--- src/logic/dtc_defines.vh ---
`ifndef DTC_DEFINES_VH
`define DTC_DEFINES_VH

// register offsets
`define DTC_CTRL_OFF 8'h88
`define DTC_MODE_OFF 8'h89
`define DTC_A_LO_OFF 8'h8a
`define DTC_B_LO_OFF 8'h8b
`define DTC_A_HI_OFF 8'h8c
`define DTC_B_HI_OFF 8'h8d

// mode config fields
`define DTC_A_MODE_LSB 0
`define DTC_A_SRC_BIT 2
`define DTC_A_GATE_BIT 3
`define DTC_B_MODE_LSB 4
`define DTC_B_SRC_BIT 6
`define DTC_B_GATE_BIT 7

// run and flag control fields
`define DTC_A_RUN_BIT 4
`define DTC_A_FLAG_BIT 5
`define DTC_B_RUN_BIT 6
`define DTC_B_FLAG_BIT 7

// counting modes
`define DTC_MODE_13 2'h0
`define DTC_MODE_16 2'h1
`define DTC_MODE_RELOAD 2'h2
`define DTC_MODE_SPLIT 2'h3

// reset values
`define DTC_CFG_RST 8'h00
`define DTC_CNT_RST 8'h00
`define DTC_RD_IDLE 8'h00

// timer mode steps once per this many clock cycles
`define DTC_TICK_CYCLES 2

`endif

--- src/logic/dtc_timer_pair.v ---
`timescale 1ns/1ps
`include "dtc_defines.vh"
module dtc_timer_pair (
  input wire core_clk,
  input wire resetn,
  input wire clk_en,
  input wire [7:0] reg_addr,
  input wire [7:0] reg_wdata,
  input wire reg_wr,
  input wire reg_rd,
  output wire [7:0] reg_rdata,
  input wire ext_irq_a_pin,
  input wire ext_irq_b_pin,
  input wire cnt_a_count_pin,
  input wire cnt_b_count_pin,
  input wire cnt_a_vector_ack,
  input wire cnt_b_vector_ack,
  output wire cnt_a_overflow_flag,
  output wire cnt_b_overflow_flag
);

////////////////////////////////////////////////////////////////////////////
// helpers

function reg_hit;
  input [7:0] addr;
  input [7:0] off;
  begin
    reg_hit = (addr == off);
  end
endfunction

// gating and source choice, identical for both counters
function cnt_step;
  input run;
  input gate_sel;
  input irq_level;
  input src_sel;
  input tick;
  input fall;
  begin
    cnt_step = run & (~gate_sel | irq_level) & (src_sel ? fall : tick);
  end
endfunction

////////////////////////////////////////////////////////////////////////////
// state

reg [7:0] mode_q;
reg [7:0] a_lo_q;
reg [7:0] a_hi_q;
reg [7:0] b_lo_q;
reg [7:0] b_hi_q;
reg a_run_q;
reg b_run_q;
reg a_flag_q;
reg b_flag_q;
reg tick_q;
reg [7:0] rdata_q;

reg [7:0] a_lo_d;
reg [7:0] a_hi_d;
reg [7:0] b_lo_d;
reg [7:0] b_hi_d;
reg a_flag_d;
reg b_flag_d;
reg [7:0] rd_mux;

////////////////////////////////////////////////////////////////////////////
// pin synchronisers

wire irq_a_level;
wire irq_b_level;
wire pin_a_fall;
wire pin_b_fall;

// gate inputs reset low so a gated counter stays still until the pin rises
dtc_pin_sync #(.RST_VAL(1'b0)) u_irq_a (
  .core_clk(core_clk),
  .resetn(resetn),
  .clk_en(clk_en),
  .pin_raw(ext_irq_a_pin),
  .pin_level(irq_a_level),
  .pin_fall()
);

dtc_pin_sync #(.RST_VAL(1'b0)) u_irq_b (
  .core_clk(core_clk),
  .resetn(resetn),
  .clk_en(clk_en),
  .pin_raw(ext_irq_b_pin),
  .pin_level(irq_b_level),
  .pin_fall()
);

// count pins idle high, so reset high avoids a false edge
dtc_pin_sync #(.RST_VAL(1'b1)) u_cnt_a (
  .core_clk(core_clk),
  .resetn(resetn),
  .clk_en(clk_en),
  .pin_raw(cnt_a_count_pin),
  .pin_level(),
  .pin_fall(pin_a_fall)
);

dtc_pin_sync #(.RST_VAL(1'b1)) u_cnt_b (
  .core_clk(core_clk),
  .resetn(resetn),
  .clk_en(clk_en),
  .pin_raw(cnt_b_count_pin),
  .pin_level(),
  .pin_fall(pin_b_fall)
);

////////////////////////////////////////////////////////////////////////////
// decode

// unmapped addresses fall through: writes ignored, reads give zero
wire wr_ctrl = reg_wr & reg_hit(reg_addr, `DTC_CTRL_OFF);
wire wr_mode = reg_wr & reg_hit(reg_addr, `DTC_MODE_OFF);
wire wr_a_lo = reg_wr & reg_hit(reg_addr, `DTC_A_LO_OFF);
wire wr_a_hi = reg_wr & reg_hit(reg_addr, `DTC_A_HI_OFF);
wire wr_b_lo = reg_wr & reg_hit(reg_addr, `DTC_B_LO_OFF);
wire wr_b_hi = reg_wr & reg_hit(reg_addr, `DTC_B_HI_OFF);

wire [1:0] a_mode = mode_q[`DTC_A_MODE_LSB+1:`DTC_A_MODE_LSB];
wire [1:0] b_mode = mode_q[`DTC_B_MODE_LSB+1:`DTC_B_MODE_LSB];
wire a_split = (a_mode == `DTC_MODE_SPLIT);
wire b_halt = (b_mode == `DTC_MODE_SPLIT);

////////////////////////////////////////////////////////////////////////////
// count enables

// tick_q is high every second cycle
// clk_en low stalls the prescaler too, so timer steps stretch with it
wire tick = tick_q;

wire a_inc = cnt_step(a_run_q, mode_q[`DTC_A_GATE_BIT], irq_a_level,
                      mode_q[`DTC_A_SRC_BIT], tick, pin_a_fall);

wire b_step = cnt_step(b_run_q, mode_q[`DTC_B_GATE_BIT], irq_b_level,
                       mode_q[`DTC_B_SRC_BIT], tick, pin_b_fall);
wire b_inc = b_step & ~b_halt;

// split high byte: timer ticks only, run from counter b's run bit
wire a_hi_inc = a_split & b_run_q & tick;

////////////////////////////////////////////////////////////////////////////
// counting

wire [7:0] a_lo_nx;
wire [7:0] a_hi_nx;
wire [7:0] b_lo_nx;
wire [7:0] b_hi_nx;
wire a_ovf;
wire a_hi_ovf;
wire b_ovf;

dtc_count_unit u_unit_a (
  .mode(a_mode),
  .lo(a_lo_q),
  .hi(a_hi_q),
  .inc_lo(a_inc),
  .inc_hi(a_hi_inc),
  .lo_nx(a_lo_nx),
  .hi_nx(a_hi_nx),
  .ovf_lo(a_ovf),
  .ovf_hi(a_hi_ovf)
);

dtc_count_unit u_unit_b (
  .mode(b_mode),
  .lo(b_lo_q),
  .hi(b_hi_q),
  .inc_lo(b_inc),
  .inc_hi(1'b0),
  .lo_nx(b_lo_nx),
  .hi_nx(b_hi_nx),
  .ovf_lo(b_ovf),
  .ovf_hi()
);

// in a's split mode b keeps counting unless b's own mode is also split, but its flag belongs to a's high byte
wire b_flag_set = a_split ? a_hi_ovf : b_ovf;

// software writes win over a same-cycle count update
always @* begin
  a_lo_d = wr_a_lo ? reg_wdata : a_lo_nx;
  a_hi_d = wr_a_hi ? reg_wdata : a_hi_nx;
  b_lo_d = wr_b_lo ? reg_wdata : b_lo_nx;
  b_hi_d = wr_b_hi ? reg_wdata : b_hi_nx;
end

// set beats clear, so an overflow in the acknowledge cycle survives
// software may still set or clear a flag through the control register
always @* begin
  a_flag_d = a_flag_q;
  if (a_ovf) begin
    a_flag_d = 1'b1;
  end else if (cnt_a_vector_ack) begin
    a_flag_d = 1'b0;
  end else if (wr_ctrl) begin
    a_flag_d = reg_wdata[`DTC_A_FLAG_BIT];
  end
  b_flag_d = b_flag_q;
  if (b_flag_set) begin
    b_flag_d = 1'b1;
  end else if (cnt_b_vector_ack) begin
    b_flag_d = 1'b0;
  end else if (wr_ctrl) begin
    b_flag_d = reg_wdata[`DTC_B_FLAG_BIT];
  end
end

////////////////////////////////////////////////////////////////////////////
// registers

always @(posedge core_clk or negedge resetn) begin
  if (!resetn) begin
    mode_q <= `DTC_CFG_RST;
    a_lo_q <= `DTC_CNT_RST;
    a_hi_q <= `DTC_CNT_RST;
    b_lo_q <= `DTC_CNT_RST;
    b_hi_q <= `DTC_CNT_RST;
    a_run_q <= 1'b0;
    b_run_q <= 1'b0;
    a_flag_q <= 1'b0;
    b_flag_q <= 1'b0;
    tick_q <= 1'b0;
  end else if (clk_en) begin
    tick_q <= ~tick_q;
    if (wr_mode) begin
      mode_q <= reg_wdata;
    end
    if (wr_ctrl) begin
      a_run_q <= reg_wdata[`DTC_A_RUN_BIT];
      b_run_q <= reg_wdata[`DTC_B_RUN_BIT];
    end
    a_lo_q <= a_lo_d;
    a_hi_q <= a_hi_d;
    b_lo_q <= b_lo_d;
    b_hi_q <= b_hi_d;
    a_flag_q <= a_flag_d;
    b_flag_q <= b_flag_d;
  end
end

////////////////////////////////////////////////////////////////////////////
// read path

always @* begin
  rd_mux = `DTC_RD_IDLE;
  case (reg_addr)
    `DTC_CTRL_OFF: begin
      rd_mux[`DTC_A_RUN_BIT] = a_run_q;
      rd_mux[`DTC_A_FLAG_BIT] = a_flag_q;
      rd_mux[`DTC_B_RUN_BIT] = b_run_q;
      rd_mux[`DTC_B_FLAG_BIT] = b_flag_q;
    end
    `DTC_MODE_OFF: begin
      rd_mux = mode_q;
    end
    `DTC_A_LO_OFF: begin
      rd_mux = a_lo_q;
    end
    `DTC_B_LO_OFF: begin
      rd_mux = b_lo_q;
    end
    `DTC_A_HI_OFF: begin
      rd_mux = a_hi_q;
    end
    `DTC_B_HI_OFF: begin
      rd_mux = b_hi_q;
    end
    default: begin
      rd_mux = `DTC_RD_IDLE;
    end
  endcase
end

// data held for one enabled cycle per read strobe, and kept while clk_en is low; zero otherwise
always @(posedge core_clk or negedge resetn) begin
  if (!resetn) begin
    rdata_q <= `DTC_RD_IDLE;
  end else if (clk_en) begin
    rdata_q <= reg_rd ? rd_mux : `DTC_RD_IDLE;
  end
end

assign reg_rdata = rdata_q;
assign cnt_a_overflow_flag = a_flag_q;
assign cnt_b_overflow_flag = b_flag_q;

endmodule // dtc_timer_pair

--- src/logic/dtc_pin_sync.v ---
`timescale 1ns/1ps
module dtc_pin_sync #(
  parameter RST_VAL = 1'b1
) (
  input wire core_clk,
  input wire resetn,
  input wire clk_en,
  input wire pin_raw,
  output wire pin_level,
  output wire pin_fall
);

reg s1_q;
reg s2_q;
reg s3_q;
reg level_q;
reg fall_q;

// a change is accepted only once stages two and three agree
always @(posedge core_clk or negedge resetn) begin
  if (!resetn) begin
    s1_q <= RST_VAL;
    s2_q <= RST_VAL;
    s3_q <= RST_VAL;
    level_q <= RST_VAL;
    fall_q <= 1'b0;
  end else if (clk_en) begin
    s1_q <= pin_raw;
    s2_q <= s1_q;
    s3_q <= s2_q;
    if (s2_q == s3_q) begin
      level_q <= s3_q;
    end
    fall_q <= (s2_q == s3_q) & level_q & ~s3_q;
  end
end

assign pin_level = level_q;
assign pin_fall = fall_q;

endmodule // dtc_pin_sync

--- src/logic/dtc_count_unit.v ---
`timescale 1ns/1ps
`include "dtc_defines.vh"
module dtc_count_unit (
  input wire [1:0] mode,
  input wire [7:0] lo,
  input wire [7:0] hi,
  input wire inc_lo,
  input wire inc_hi,
  output reg [7:0] lo_nx,
  output reg [7:0] hi_nx,
  output reg ovf_lo,
  output reg ovf_hi
);

wire [12:0] sum13;
wire [15:0] sum16;
wire [7:0] lo_inc;
wire [7:0] hi_inc;

assign sum13 = {hi, lo[4:0]} + 13'h0001;
assign sum16 = {hi, lo} + 16'h0001;
assign lo_inc = lo + 8'h01;
assign hi_inc = hi + 8'h01;

always @* begin
  lo_nx = lo;
  hi_nx = hi;
  ovf_lo = 1'b0;
  ovf_hi = 1'b0;
  case (mode)
    `DTC_MODE_13: begin
      // upper three low-byte bits are left alone
      if (inc_lo) begin
        hi_nx = sum13[12:5];
        lo_nx = {lo[7:5], sum13[4:0]};
        ovf_lo = &{hi, lo[4:0]};
      end
    end
    `DTC_MODE_16: begin
      if (inc_lo) begin
        hi_nx = sum16[15:8];
        lo_nx = sum16[7:0];
        ovf_lo = &{hi, lo};
      end
    end
    `DTC_MODE_RELOAD: begin
      if (inc_lo) begin
        lo_nx = (&lo) ? hi : lo_inc;
        ovf_lo = &lo;
      end
    end
    `DTC_MODE_SPLIT: begin
      if (inc_lo) begin
        lo_nx = lo_inc;
        ovf_lo = &lo;
      end
      if (inc_hi) begin
        hi_nx = hi_inc;
        ovf_hi = &hi;
      end
    end
    default: begin
      lo_nx = lo;
    end
  endcase
end

endmodule // dtc_count_unit

--- config.mk ---
export PLATFORM = sky130hd
export DESIGN_NAME = dtc_timer_pair
export DESIGN_NICKNAME = d
export VERILOG_FILES = /design/src/logic/dtc_timer_pair.v /design/src/logic/dtc_pin_sync.v /design/src/logic/dtc_count_unit.v
export VERILOG_INCLUDE_DIRS = /design/src /design/src/logic
export SDC_FILE = /design/constraint.sdc
export NUM_CORES = 1
export LEC_CHECK = 0
export BUFFER_PORTS_ARGS = -buffer_cell sky130_fd_sc_hd__buf_2
export CAP_MARGIN = 20
export CELL_PAD_IN_SITES_DETAIL_PLACEMENT = 1
export CELL_PAD_IN_SITES_GLOBAL_PLACEMENT = 2
export CORE_MARGIN = 3
export CORE_UTILIZATION = 41
export DETAILED_ROUTE_END_ITERATION = 10
export PLACE_DENSITY = 0.95
export SLEW_MARGIN = 20
export SYNTH_ARGS = -nofsm -noshare
export SYNTH_HDL_FRONTEND = slang
export SYNTH_HIERARCHICAL = 1
export SYNTH_SLANG_ARGS = --single-unit
--- constraint.sdc ---
create_clock -name core_clk -period 4.96 [get_ports core_clk]
set_input_delay 0.496 -clock core_clk [delete_from_list [all_inputs] [get_ports core_clk]]
set_output_delay 0.496 -clock core_clk [all_outputs]
set_load 0.03 [all_outputs]
# ---- After elaboration in Yosys (flattened, before gate mapping)
# Cells that the tools add are included.
dict set report totals {
  in_bits 27
  out_inout_bits 10
  ff_bits 71
  word_cells 167
}
dict set report classes {
  mux 44
  addsub 7
  n_reduce_logical 29
  n_bitwise 25
  n_eq_ne 31
}
# op count
set ops {}
lappend ops {{$mux W8} 18}
lappend ops {{$pmux W8 S4} 2}
lappend ops {{$eq A8 B8 Y1 const B} 6}
lappend ops {{$add A16 B1 Y16 const B} 2}
lappend ops {{$reduce_and A16 Y1} 2}
lappend ops {{$ne A3 B3 Y1 const B} 10}
lappend ops {{$add A13 B1 Y13 const B} 2}
lappend ops {{$reduce_and A13 Y1} 2}
lappend ops {{$reduce_and A5 Y1} 5}
lappend ops {{$add A8 B1 Y8 const B} 3}
lappend ops {{$pmux W4 S6} 1}
lappend ops {{$pmux W8 S3} 1}
lappend ops {{$reduce_and A8 Y1} 3}
lappend ops {{$pmux W4 S5} 1}
lappend ops {{$and A1 B1 Y1} 17}
lappend ops {{$mux W1} 16}
lappend ops {{$pmux W8 S2} 1}
lappend ops {{$reduce_and A2 Y1} 8}
lappend ops {{$mux W5} 2}
lappend ops {{$ne A3 B2 Y1 const B} 3}
lappend ops {{$reduce_bool A3 Y1} 3}
lappend ops {{$eq A2 B2 Y1 const B} 4}
lappend ops {{$not A1 Y1} 6}
lappend ops {{$pmux W1 S3} 2}
lappend ops {{other kinds (8)} 16}

# ---- Depth between registers and ports, before layout
dict set report depth {
  ltp_word 10
  ltp_mapped 11
  ltp_nobuf 11
}

# ---- Cells and area by module
# The synthesis kept the hierarchy.
# module cells_per_inst seq_area_each_um2 instances area_each_um2
set by_module_without_submodules {}
lappend by_module_without_submodules {dtc_timer_pair 313 1326.3 1 3044.2}
lappend by_module_without_submodules {dtc_count_unit 141 0.0 2 830.8}
lappend by_module_without_submodules {{dtc_pin_sync at u_cnt_a ...} 15 130.1 2 214.0}
lappend by_module_without_submodules {{dtc_pin_sync at u_irq_a ...} 15 125.1 2 209.0}

# ---- Least setup slack after synthesis
# No wires, ideal clock.
dict set report synth_timing {
  path_type {register to register}
  start {register mode_q[5]}
  end {register b_hi_q[7]}
  path_slack_ns 2.713
  path_buffers 0
  path_stages_with_launch 10
  arrival_ns 2.165
  setup_time_ns 0.082
  t_required_ns 4.878
  synth_period_minus_slack_ns 2.247
  path_cell_list {dfrtp_1 -> a222oi_1 -> o211a_1 -> nand4_1 -> nor3_2 -> a211oi_1 -> a2111oi_2 -> xnor2_1 -> o31ai_1 -> a31oi_1}
}
dict set report synth_via {
  elab_chain_cells 5
  word_cells_on_any_way 11
  cone_classes {eq/ne: 4; mux: 2; bitwise: 2; reduce/logical: 3}
}
# item line_no
set synth_rtl {}
lappend synth_rtl {{start: declaration} dtc_timer_pair.v:49} ;# reg [7:0] mode_q;
lappend synth_rtl {{start signal: assignment} dtc_timer_pair.v:220} ;# mode_q <= `DTC_CFG_RST;
lappend synth_rtl {{start signal: assignment} dtc_timer_pair.v:233} ;# mode_q <= reg_wdata;
lappend synth_rtl {{$eq A2 B2 Y1 *} --}
lappend synth_rtl {{$not A1 Y1 *} dtc_timer_pair.v:143} ;# wire b_inc = b_step & ~b_halt;
lappend synth_rtl {{$and A1 B1 Y1 *} dtc_timer_pair.v:143}
lappend synth_rtl {{via b_inc} dtc_timer_pair.v:143}
lappend synth_rtl {{$ne A3 B3 Y1 (no source line)} --}
lappend synth_rtl {{$reduce_and A4 Y1 (no source line) *} --}
lappend synth_rtl {{end signal: assignment} dtc_timer_pair.v:224} ;# b_hi_q <= `DTC_CNT_RST;
lappend synth_rtl {{end signal: assignment} dtc_timer_pair.v:242} ;# b_hi_q <= b_hi_d;
lappend synth_rtl {{end: declaration} dtc_timer_pair.v:53} ;# reg [7:0] b_hi_q;
# Mark *: on every way through the listed nets, which the timed path passes. The rest lies on a longest branch.
# A chain may end at the register's enable or synchronous reset.

# ---- Final worst setup path
dict set report layout_timing {
  start {register mode_q[4]}
  end {register b_hi_q[7]}
}
# The elaborated chain is that of the path after synthesis.

==> impl_metrics.json <==
{
  "status": "complete, no violations",
  "fmax_mhz": 294,
  "syn-instance-count": 645,
  "cp-start-kind": "flip-flop",
  "path_class": "flip-flop to flip-flop",
  "slew_headroom": 0.294,
  "cts_buffers": 9,
  "worstPathBufferInverterCount": 0,
  "avgSynthCellArea_um2": 8.46,
  "cp_cell_sequence": "a222oi_1, o211a_1, nand4_1, nor3_2, a211oi_1, a2111oi_2, xnor2_1, o31ai_1, a31oi_1",
  "first_pass_iters": 5,
  "grt_pass1_wl_um": 30500,
  "post-cts-setup-buffers": 0,
  "portBuffers": 36,
  "ff2ff_setup_slack_ns": 1.56,
  "power_density_nw_per_um2": 414,
  "final-max-slew-violation-count": 0,
  "area_growth_pct": 8.69,
  "cts_root_buffer": "clkbuf_16",
  "diodes": 0,
  "p_leak_nw": 2.38,
  "worstSkewPairLatency_ns": 0.35,
  "ctsHoldBuffers": 0,
  "grt_pass1_vias": 5237,
  "layout-drive-gt1-share": 0.167,
  "maxCapViolations": 0,
  "yosys_warnings": 6,
  "io_pins": 37,
  "cts.clk_slew.worst_paths_ns": 0.07,
  "cp.arrival_ns": 3.66,
  "htreeDepth": 3,
  "design_area_um2": 5930,
  "cts_buffer_depth": 2,
  "final.setup.tns_ns": 0,
  "setup_viol": 0,
  "antenna_found_initial": 0,
  "fin_crit_ns": 3.40,
  "wire_per_inst_um": 23.1,
  "slowest_delay_ns": 0.65,
  "drcViolationCount": 0,
  "crit_slowest_cell": "dfrtp_1",
  "fin_nets": 674,
  "rows": 41,
  "core_area_um2": 12800,
  "die_x_um": 121,
  "crit_fanout": 23,
  "drtIter0Drc": 534,
  "rsz0062_at_grt": "no",
  "cts_tree": "done",
  "place_hpwl_um": 12900,
  "routed_via_density": 6.54,
  "die_h_um": 121,
  "vdd_drop_max_mv": 0.249,
  "grt_start_max_net_pins": 72,
  "gp_congestion": 0.945,
  "path_delay_family": "compound AO/OA/AOI/OAI gates",
  "fin_worst_skew_ns": 0.00837,
  "via_count": 5353,
  "finalCritPeriodShare": 0.685,
  "grtUsageTotal": 0.265,
  "end_kind": "flip-flop",
  "place_area_um2": 5650,
  "dieArea_um2": 14700,
  "initial_core_util": 0.426,
  "wl_um": 18900,
  "dp.cells": 802,
  "grt-ovfl-total": 0,
  "netlist_area_um2": 5460,
  "worst_slew_pin_slew_ns": 1.06,
  "ctsResizeCount": 0,
  "hp-class": "input port to asynchronous set/reset pin",
  "hold_violations": 0,
  "fin_cells": 818,
  "worst_ep_required_time_ns": 5.23,
  "ant_nets": 0,
  "cts.sinks": 71,
  "fillers": 1548
}
==> sequential cells by signal, indices dropped and copies added, names as in the netlist, 8 cells and up <==
register,flops
a_hi_q,8
a_lo_q,8
b_hi_q,8
b_lo_q,8
mode_q,8
reg_rdata,8
==> where the power goes <==
| part | internal (W) | switching, W | total, W |
|---|---|---|---|
| Clock | 0.000355 | 0.000277 | 0.000632 |
| Sequential | 0.000701 | 0.000258 | 0.000959 |
| Combinational | 0.000352 | 0.000515 | 0.000867 |
==> cell usage in the layout (no fill, tap or decap), types with 4 or more instances in the layout <==
cell type	count
nor2_1	61
a31oi_1	36
dfstp_2	8
nand2b_1	8
a21o_1	4
nand2_1	54
inv_1	23
o31ai_1	34
clkbuf_16	9
and3_1	6
nand3_1	17
a211oi_1	6
nor3_1	11
mux2i_1	17
buf_4	6
mux2_2	20
xor2_1	5
o21ai_0	12
nor2b_1	11
dfrtp_1	63
buf_2	34
nand4_1	46
nor4_1	13
mux2_1	4
xnor2_1	12
nor3_2	4
ha_1	6
a211o_1	7
a22o_1	4
o21ai_1	6
or3_1	4
mux4_2	4
o32ai_1	5
and4_1	5
a21oi_1	18
==> worst paths after layout <==
kind,start,endpoint,cells past startpoint
min reg2reg,u_irq_b/s1_q$_DFFE_PN0P_,u_irq_b/s1_q$_DFFE_PN0P_,1
max,mode_q[4]$_DFFE_PN0P_,b_hi_q[7]$_DFFE_PN0P_,9
min,resetn,reg_rdata[2]$_DFFE_PN0P_,1
min in group core_clk,ext_irq_a_pin,u_irq_a/s1_q$_DFFE_PN0P_,2
max in group asynchronous,resetn,b_run_q$_DFFE_PN0P_,1
max reg2reg,mode_q[4]$_DFFE_PN0P_,b_hi_q[7]$_DFFE_PN0P_,9
==> routing by layer <==
metal,track usage,share of wire,vias to the layer above
met5,0,0,-
met4,0.102,0.031,0
met3,0.0322,0.052,41
met2,0.407,0.46,198
met1,0.381,0.45,2686
li1,-,-,2428
==> cell type report <==
class,count,area (um2),area share
clock inverter,6,43.8,0.00738
tap,172,215,0.0363
multi-input combinational,496,3350,0.564
inverter,23,86.3,0.0146
clock buffer,10,239,0.0403
timing repair buffer,40,215,0.0363
sequential,71,1790,0.301
==> through the flow <==
stage | power, W | setup slack (ns) | hold WS (ns) | util
floorplan | 0.00153 | 2.71 | 0.200 | -
global placement | 0.00177 | 1.91 | 0.464 | 0.441
detailed placement | 0.00181 | 1.77 | 0.469 | 0.441
CTS | 0.00245 | 1.72 | 0.326 | 0.463
global route | 0.00261 | 1.39 | 0.354 | 0.463
finish | 0.00246 | 1.56 | 0.283 | 0.463
No activity file was read; power rests on OpenSTA's default activity.
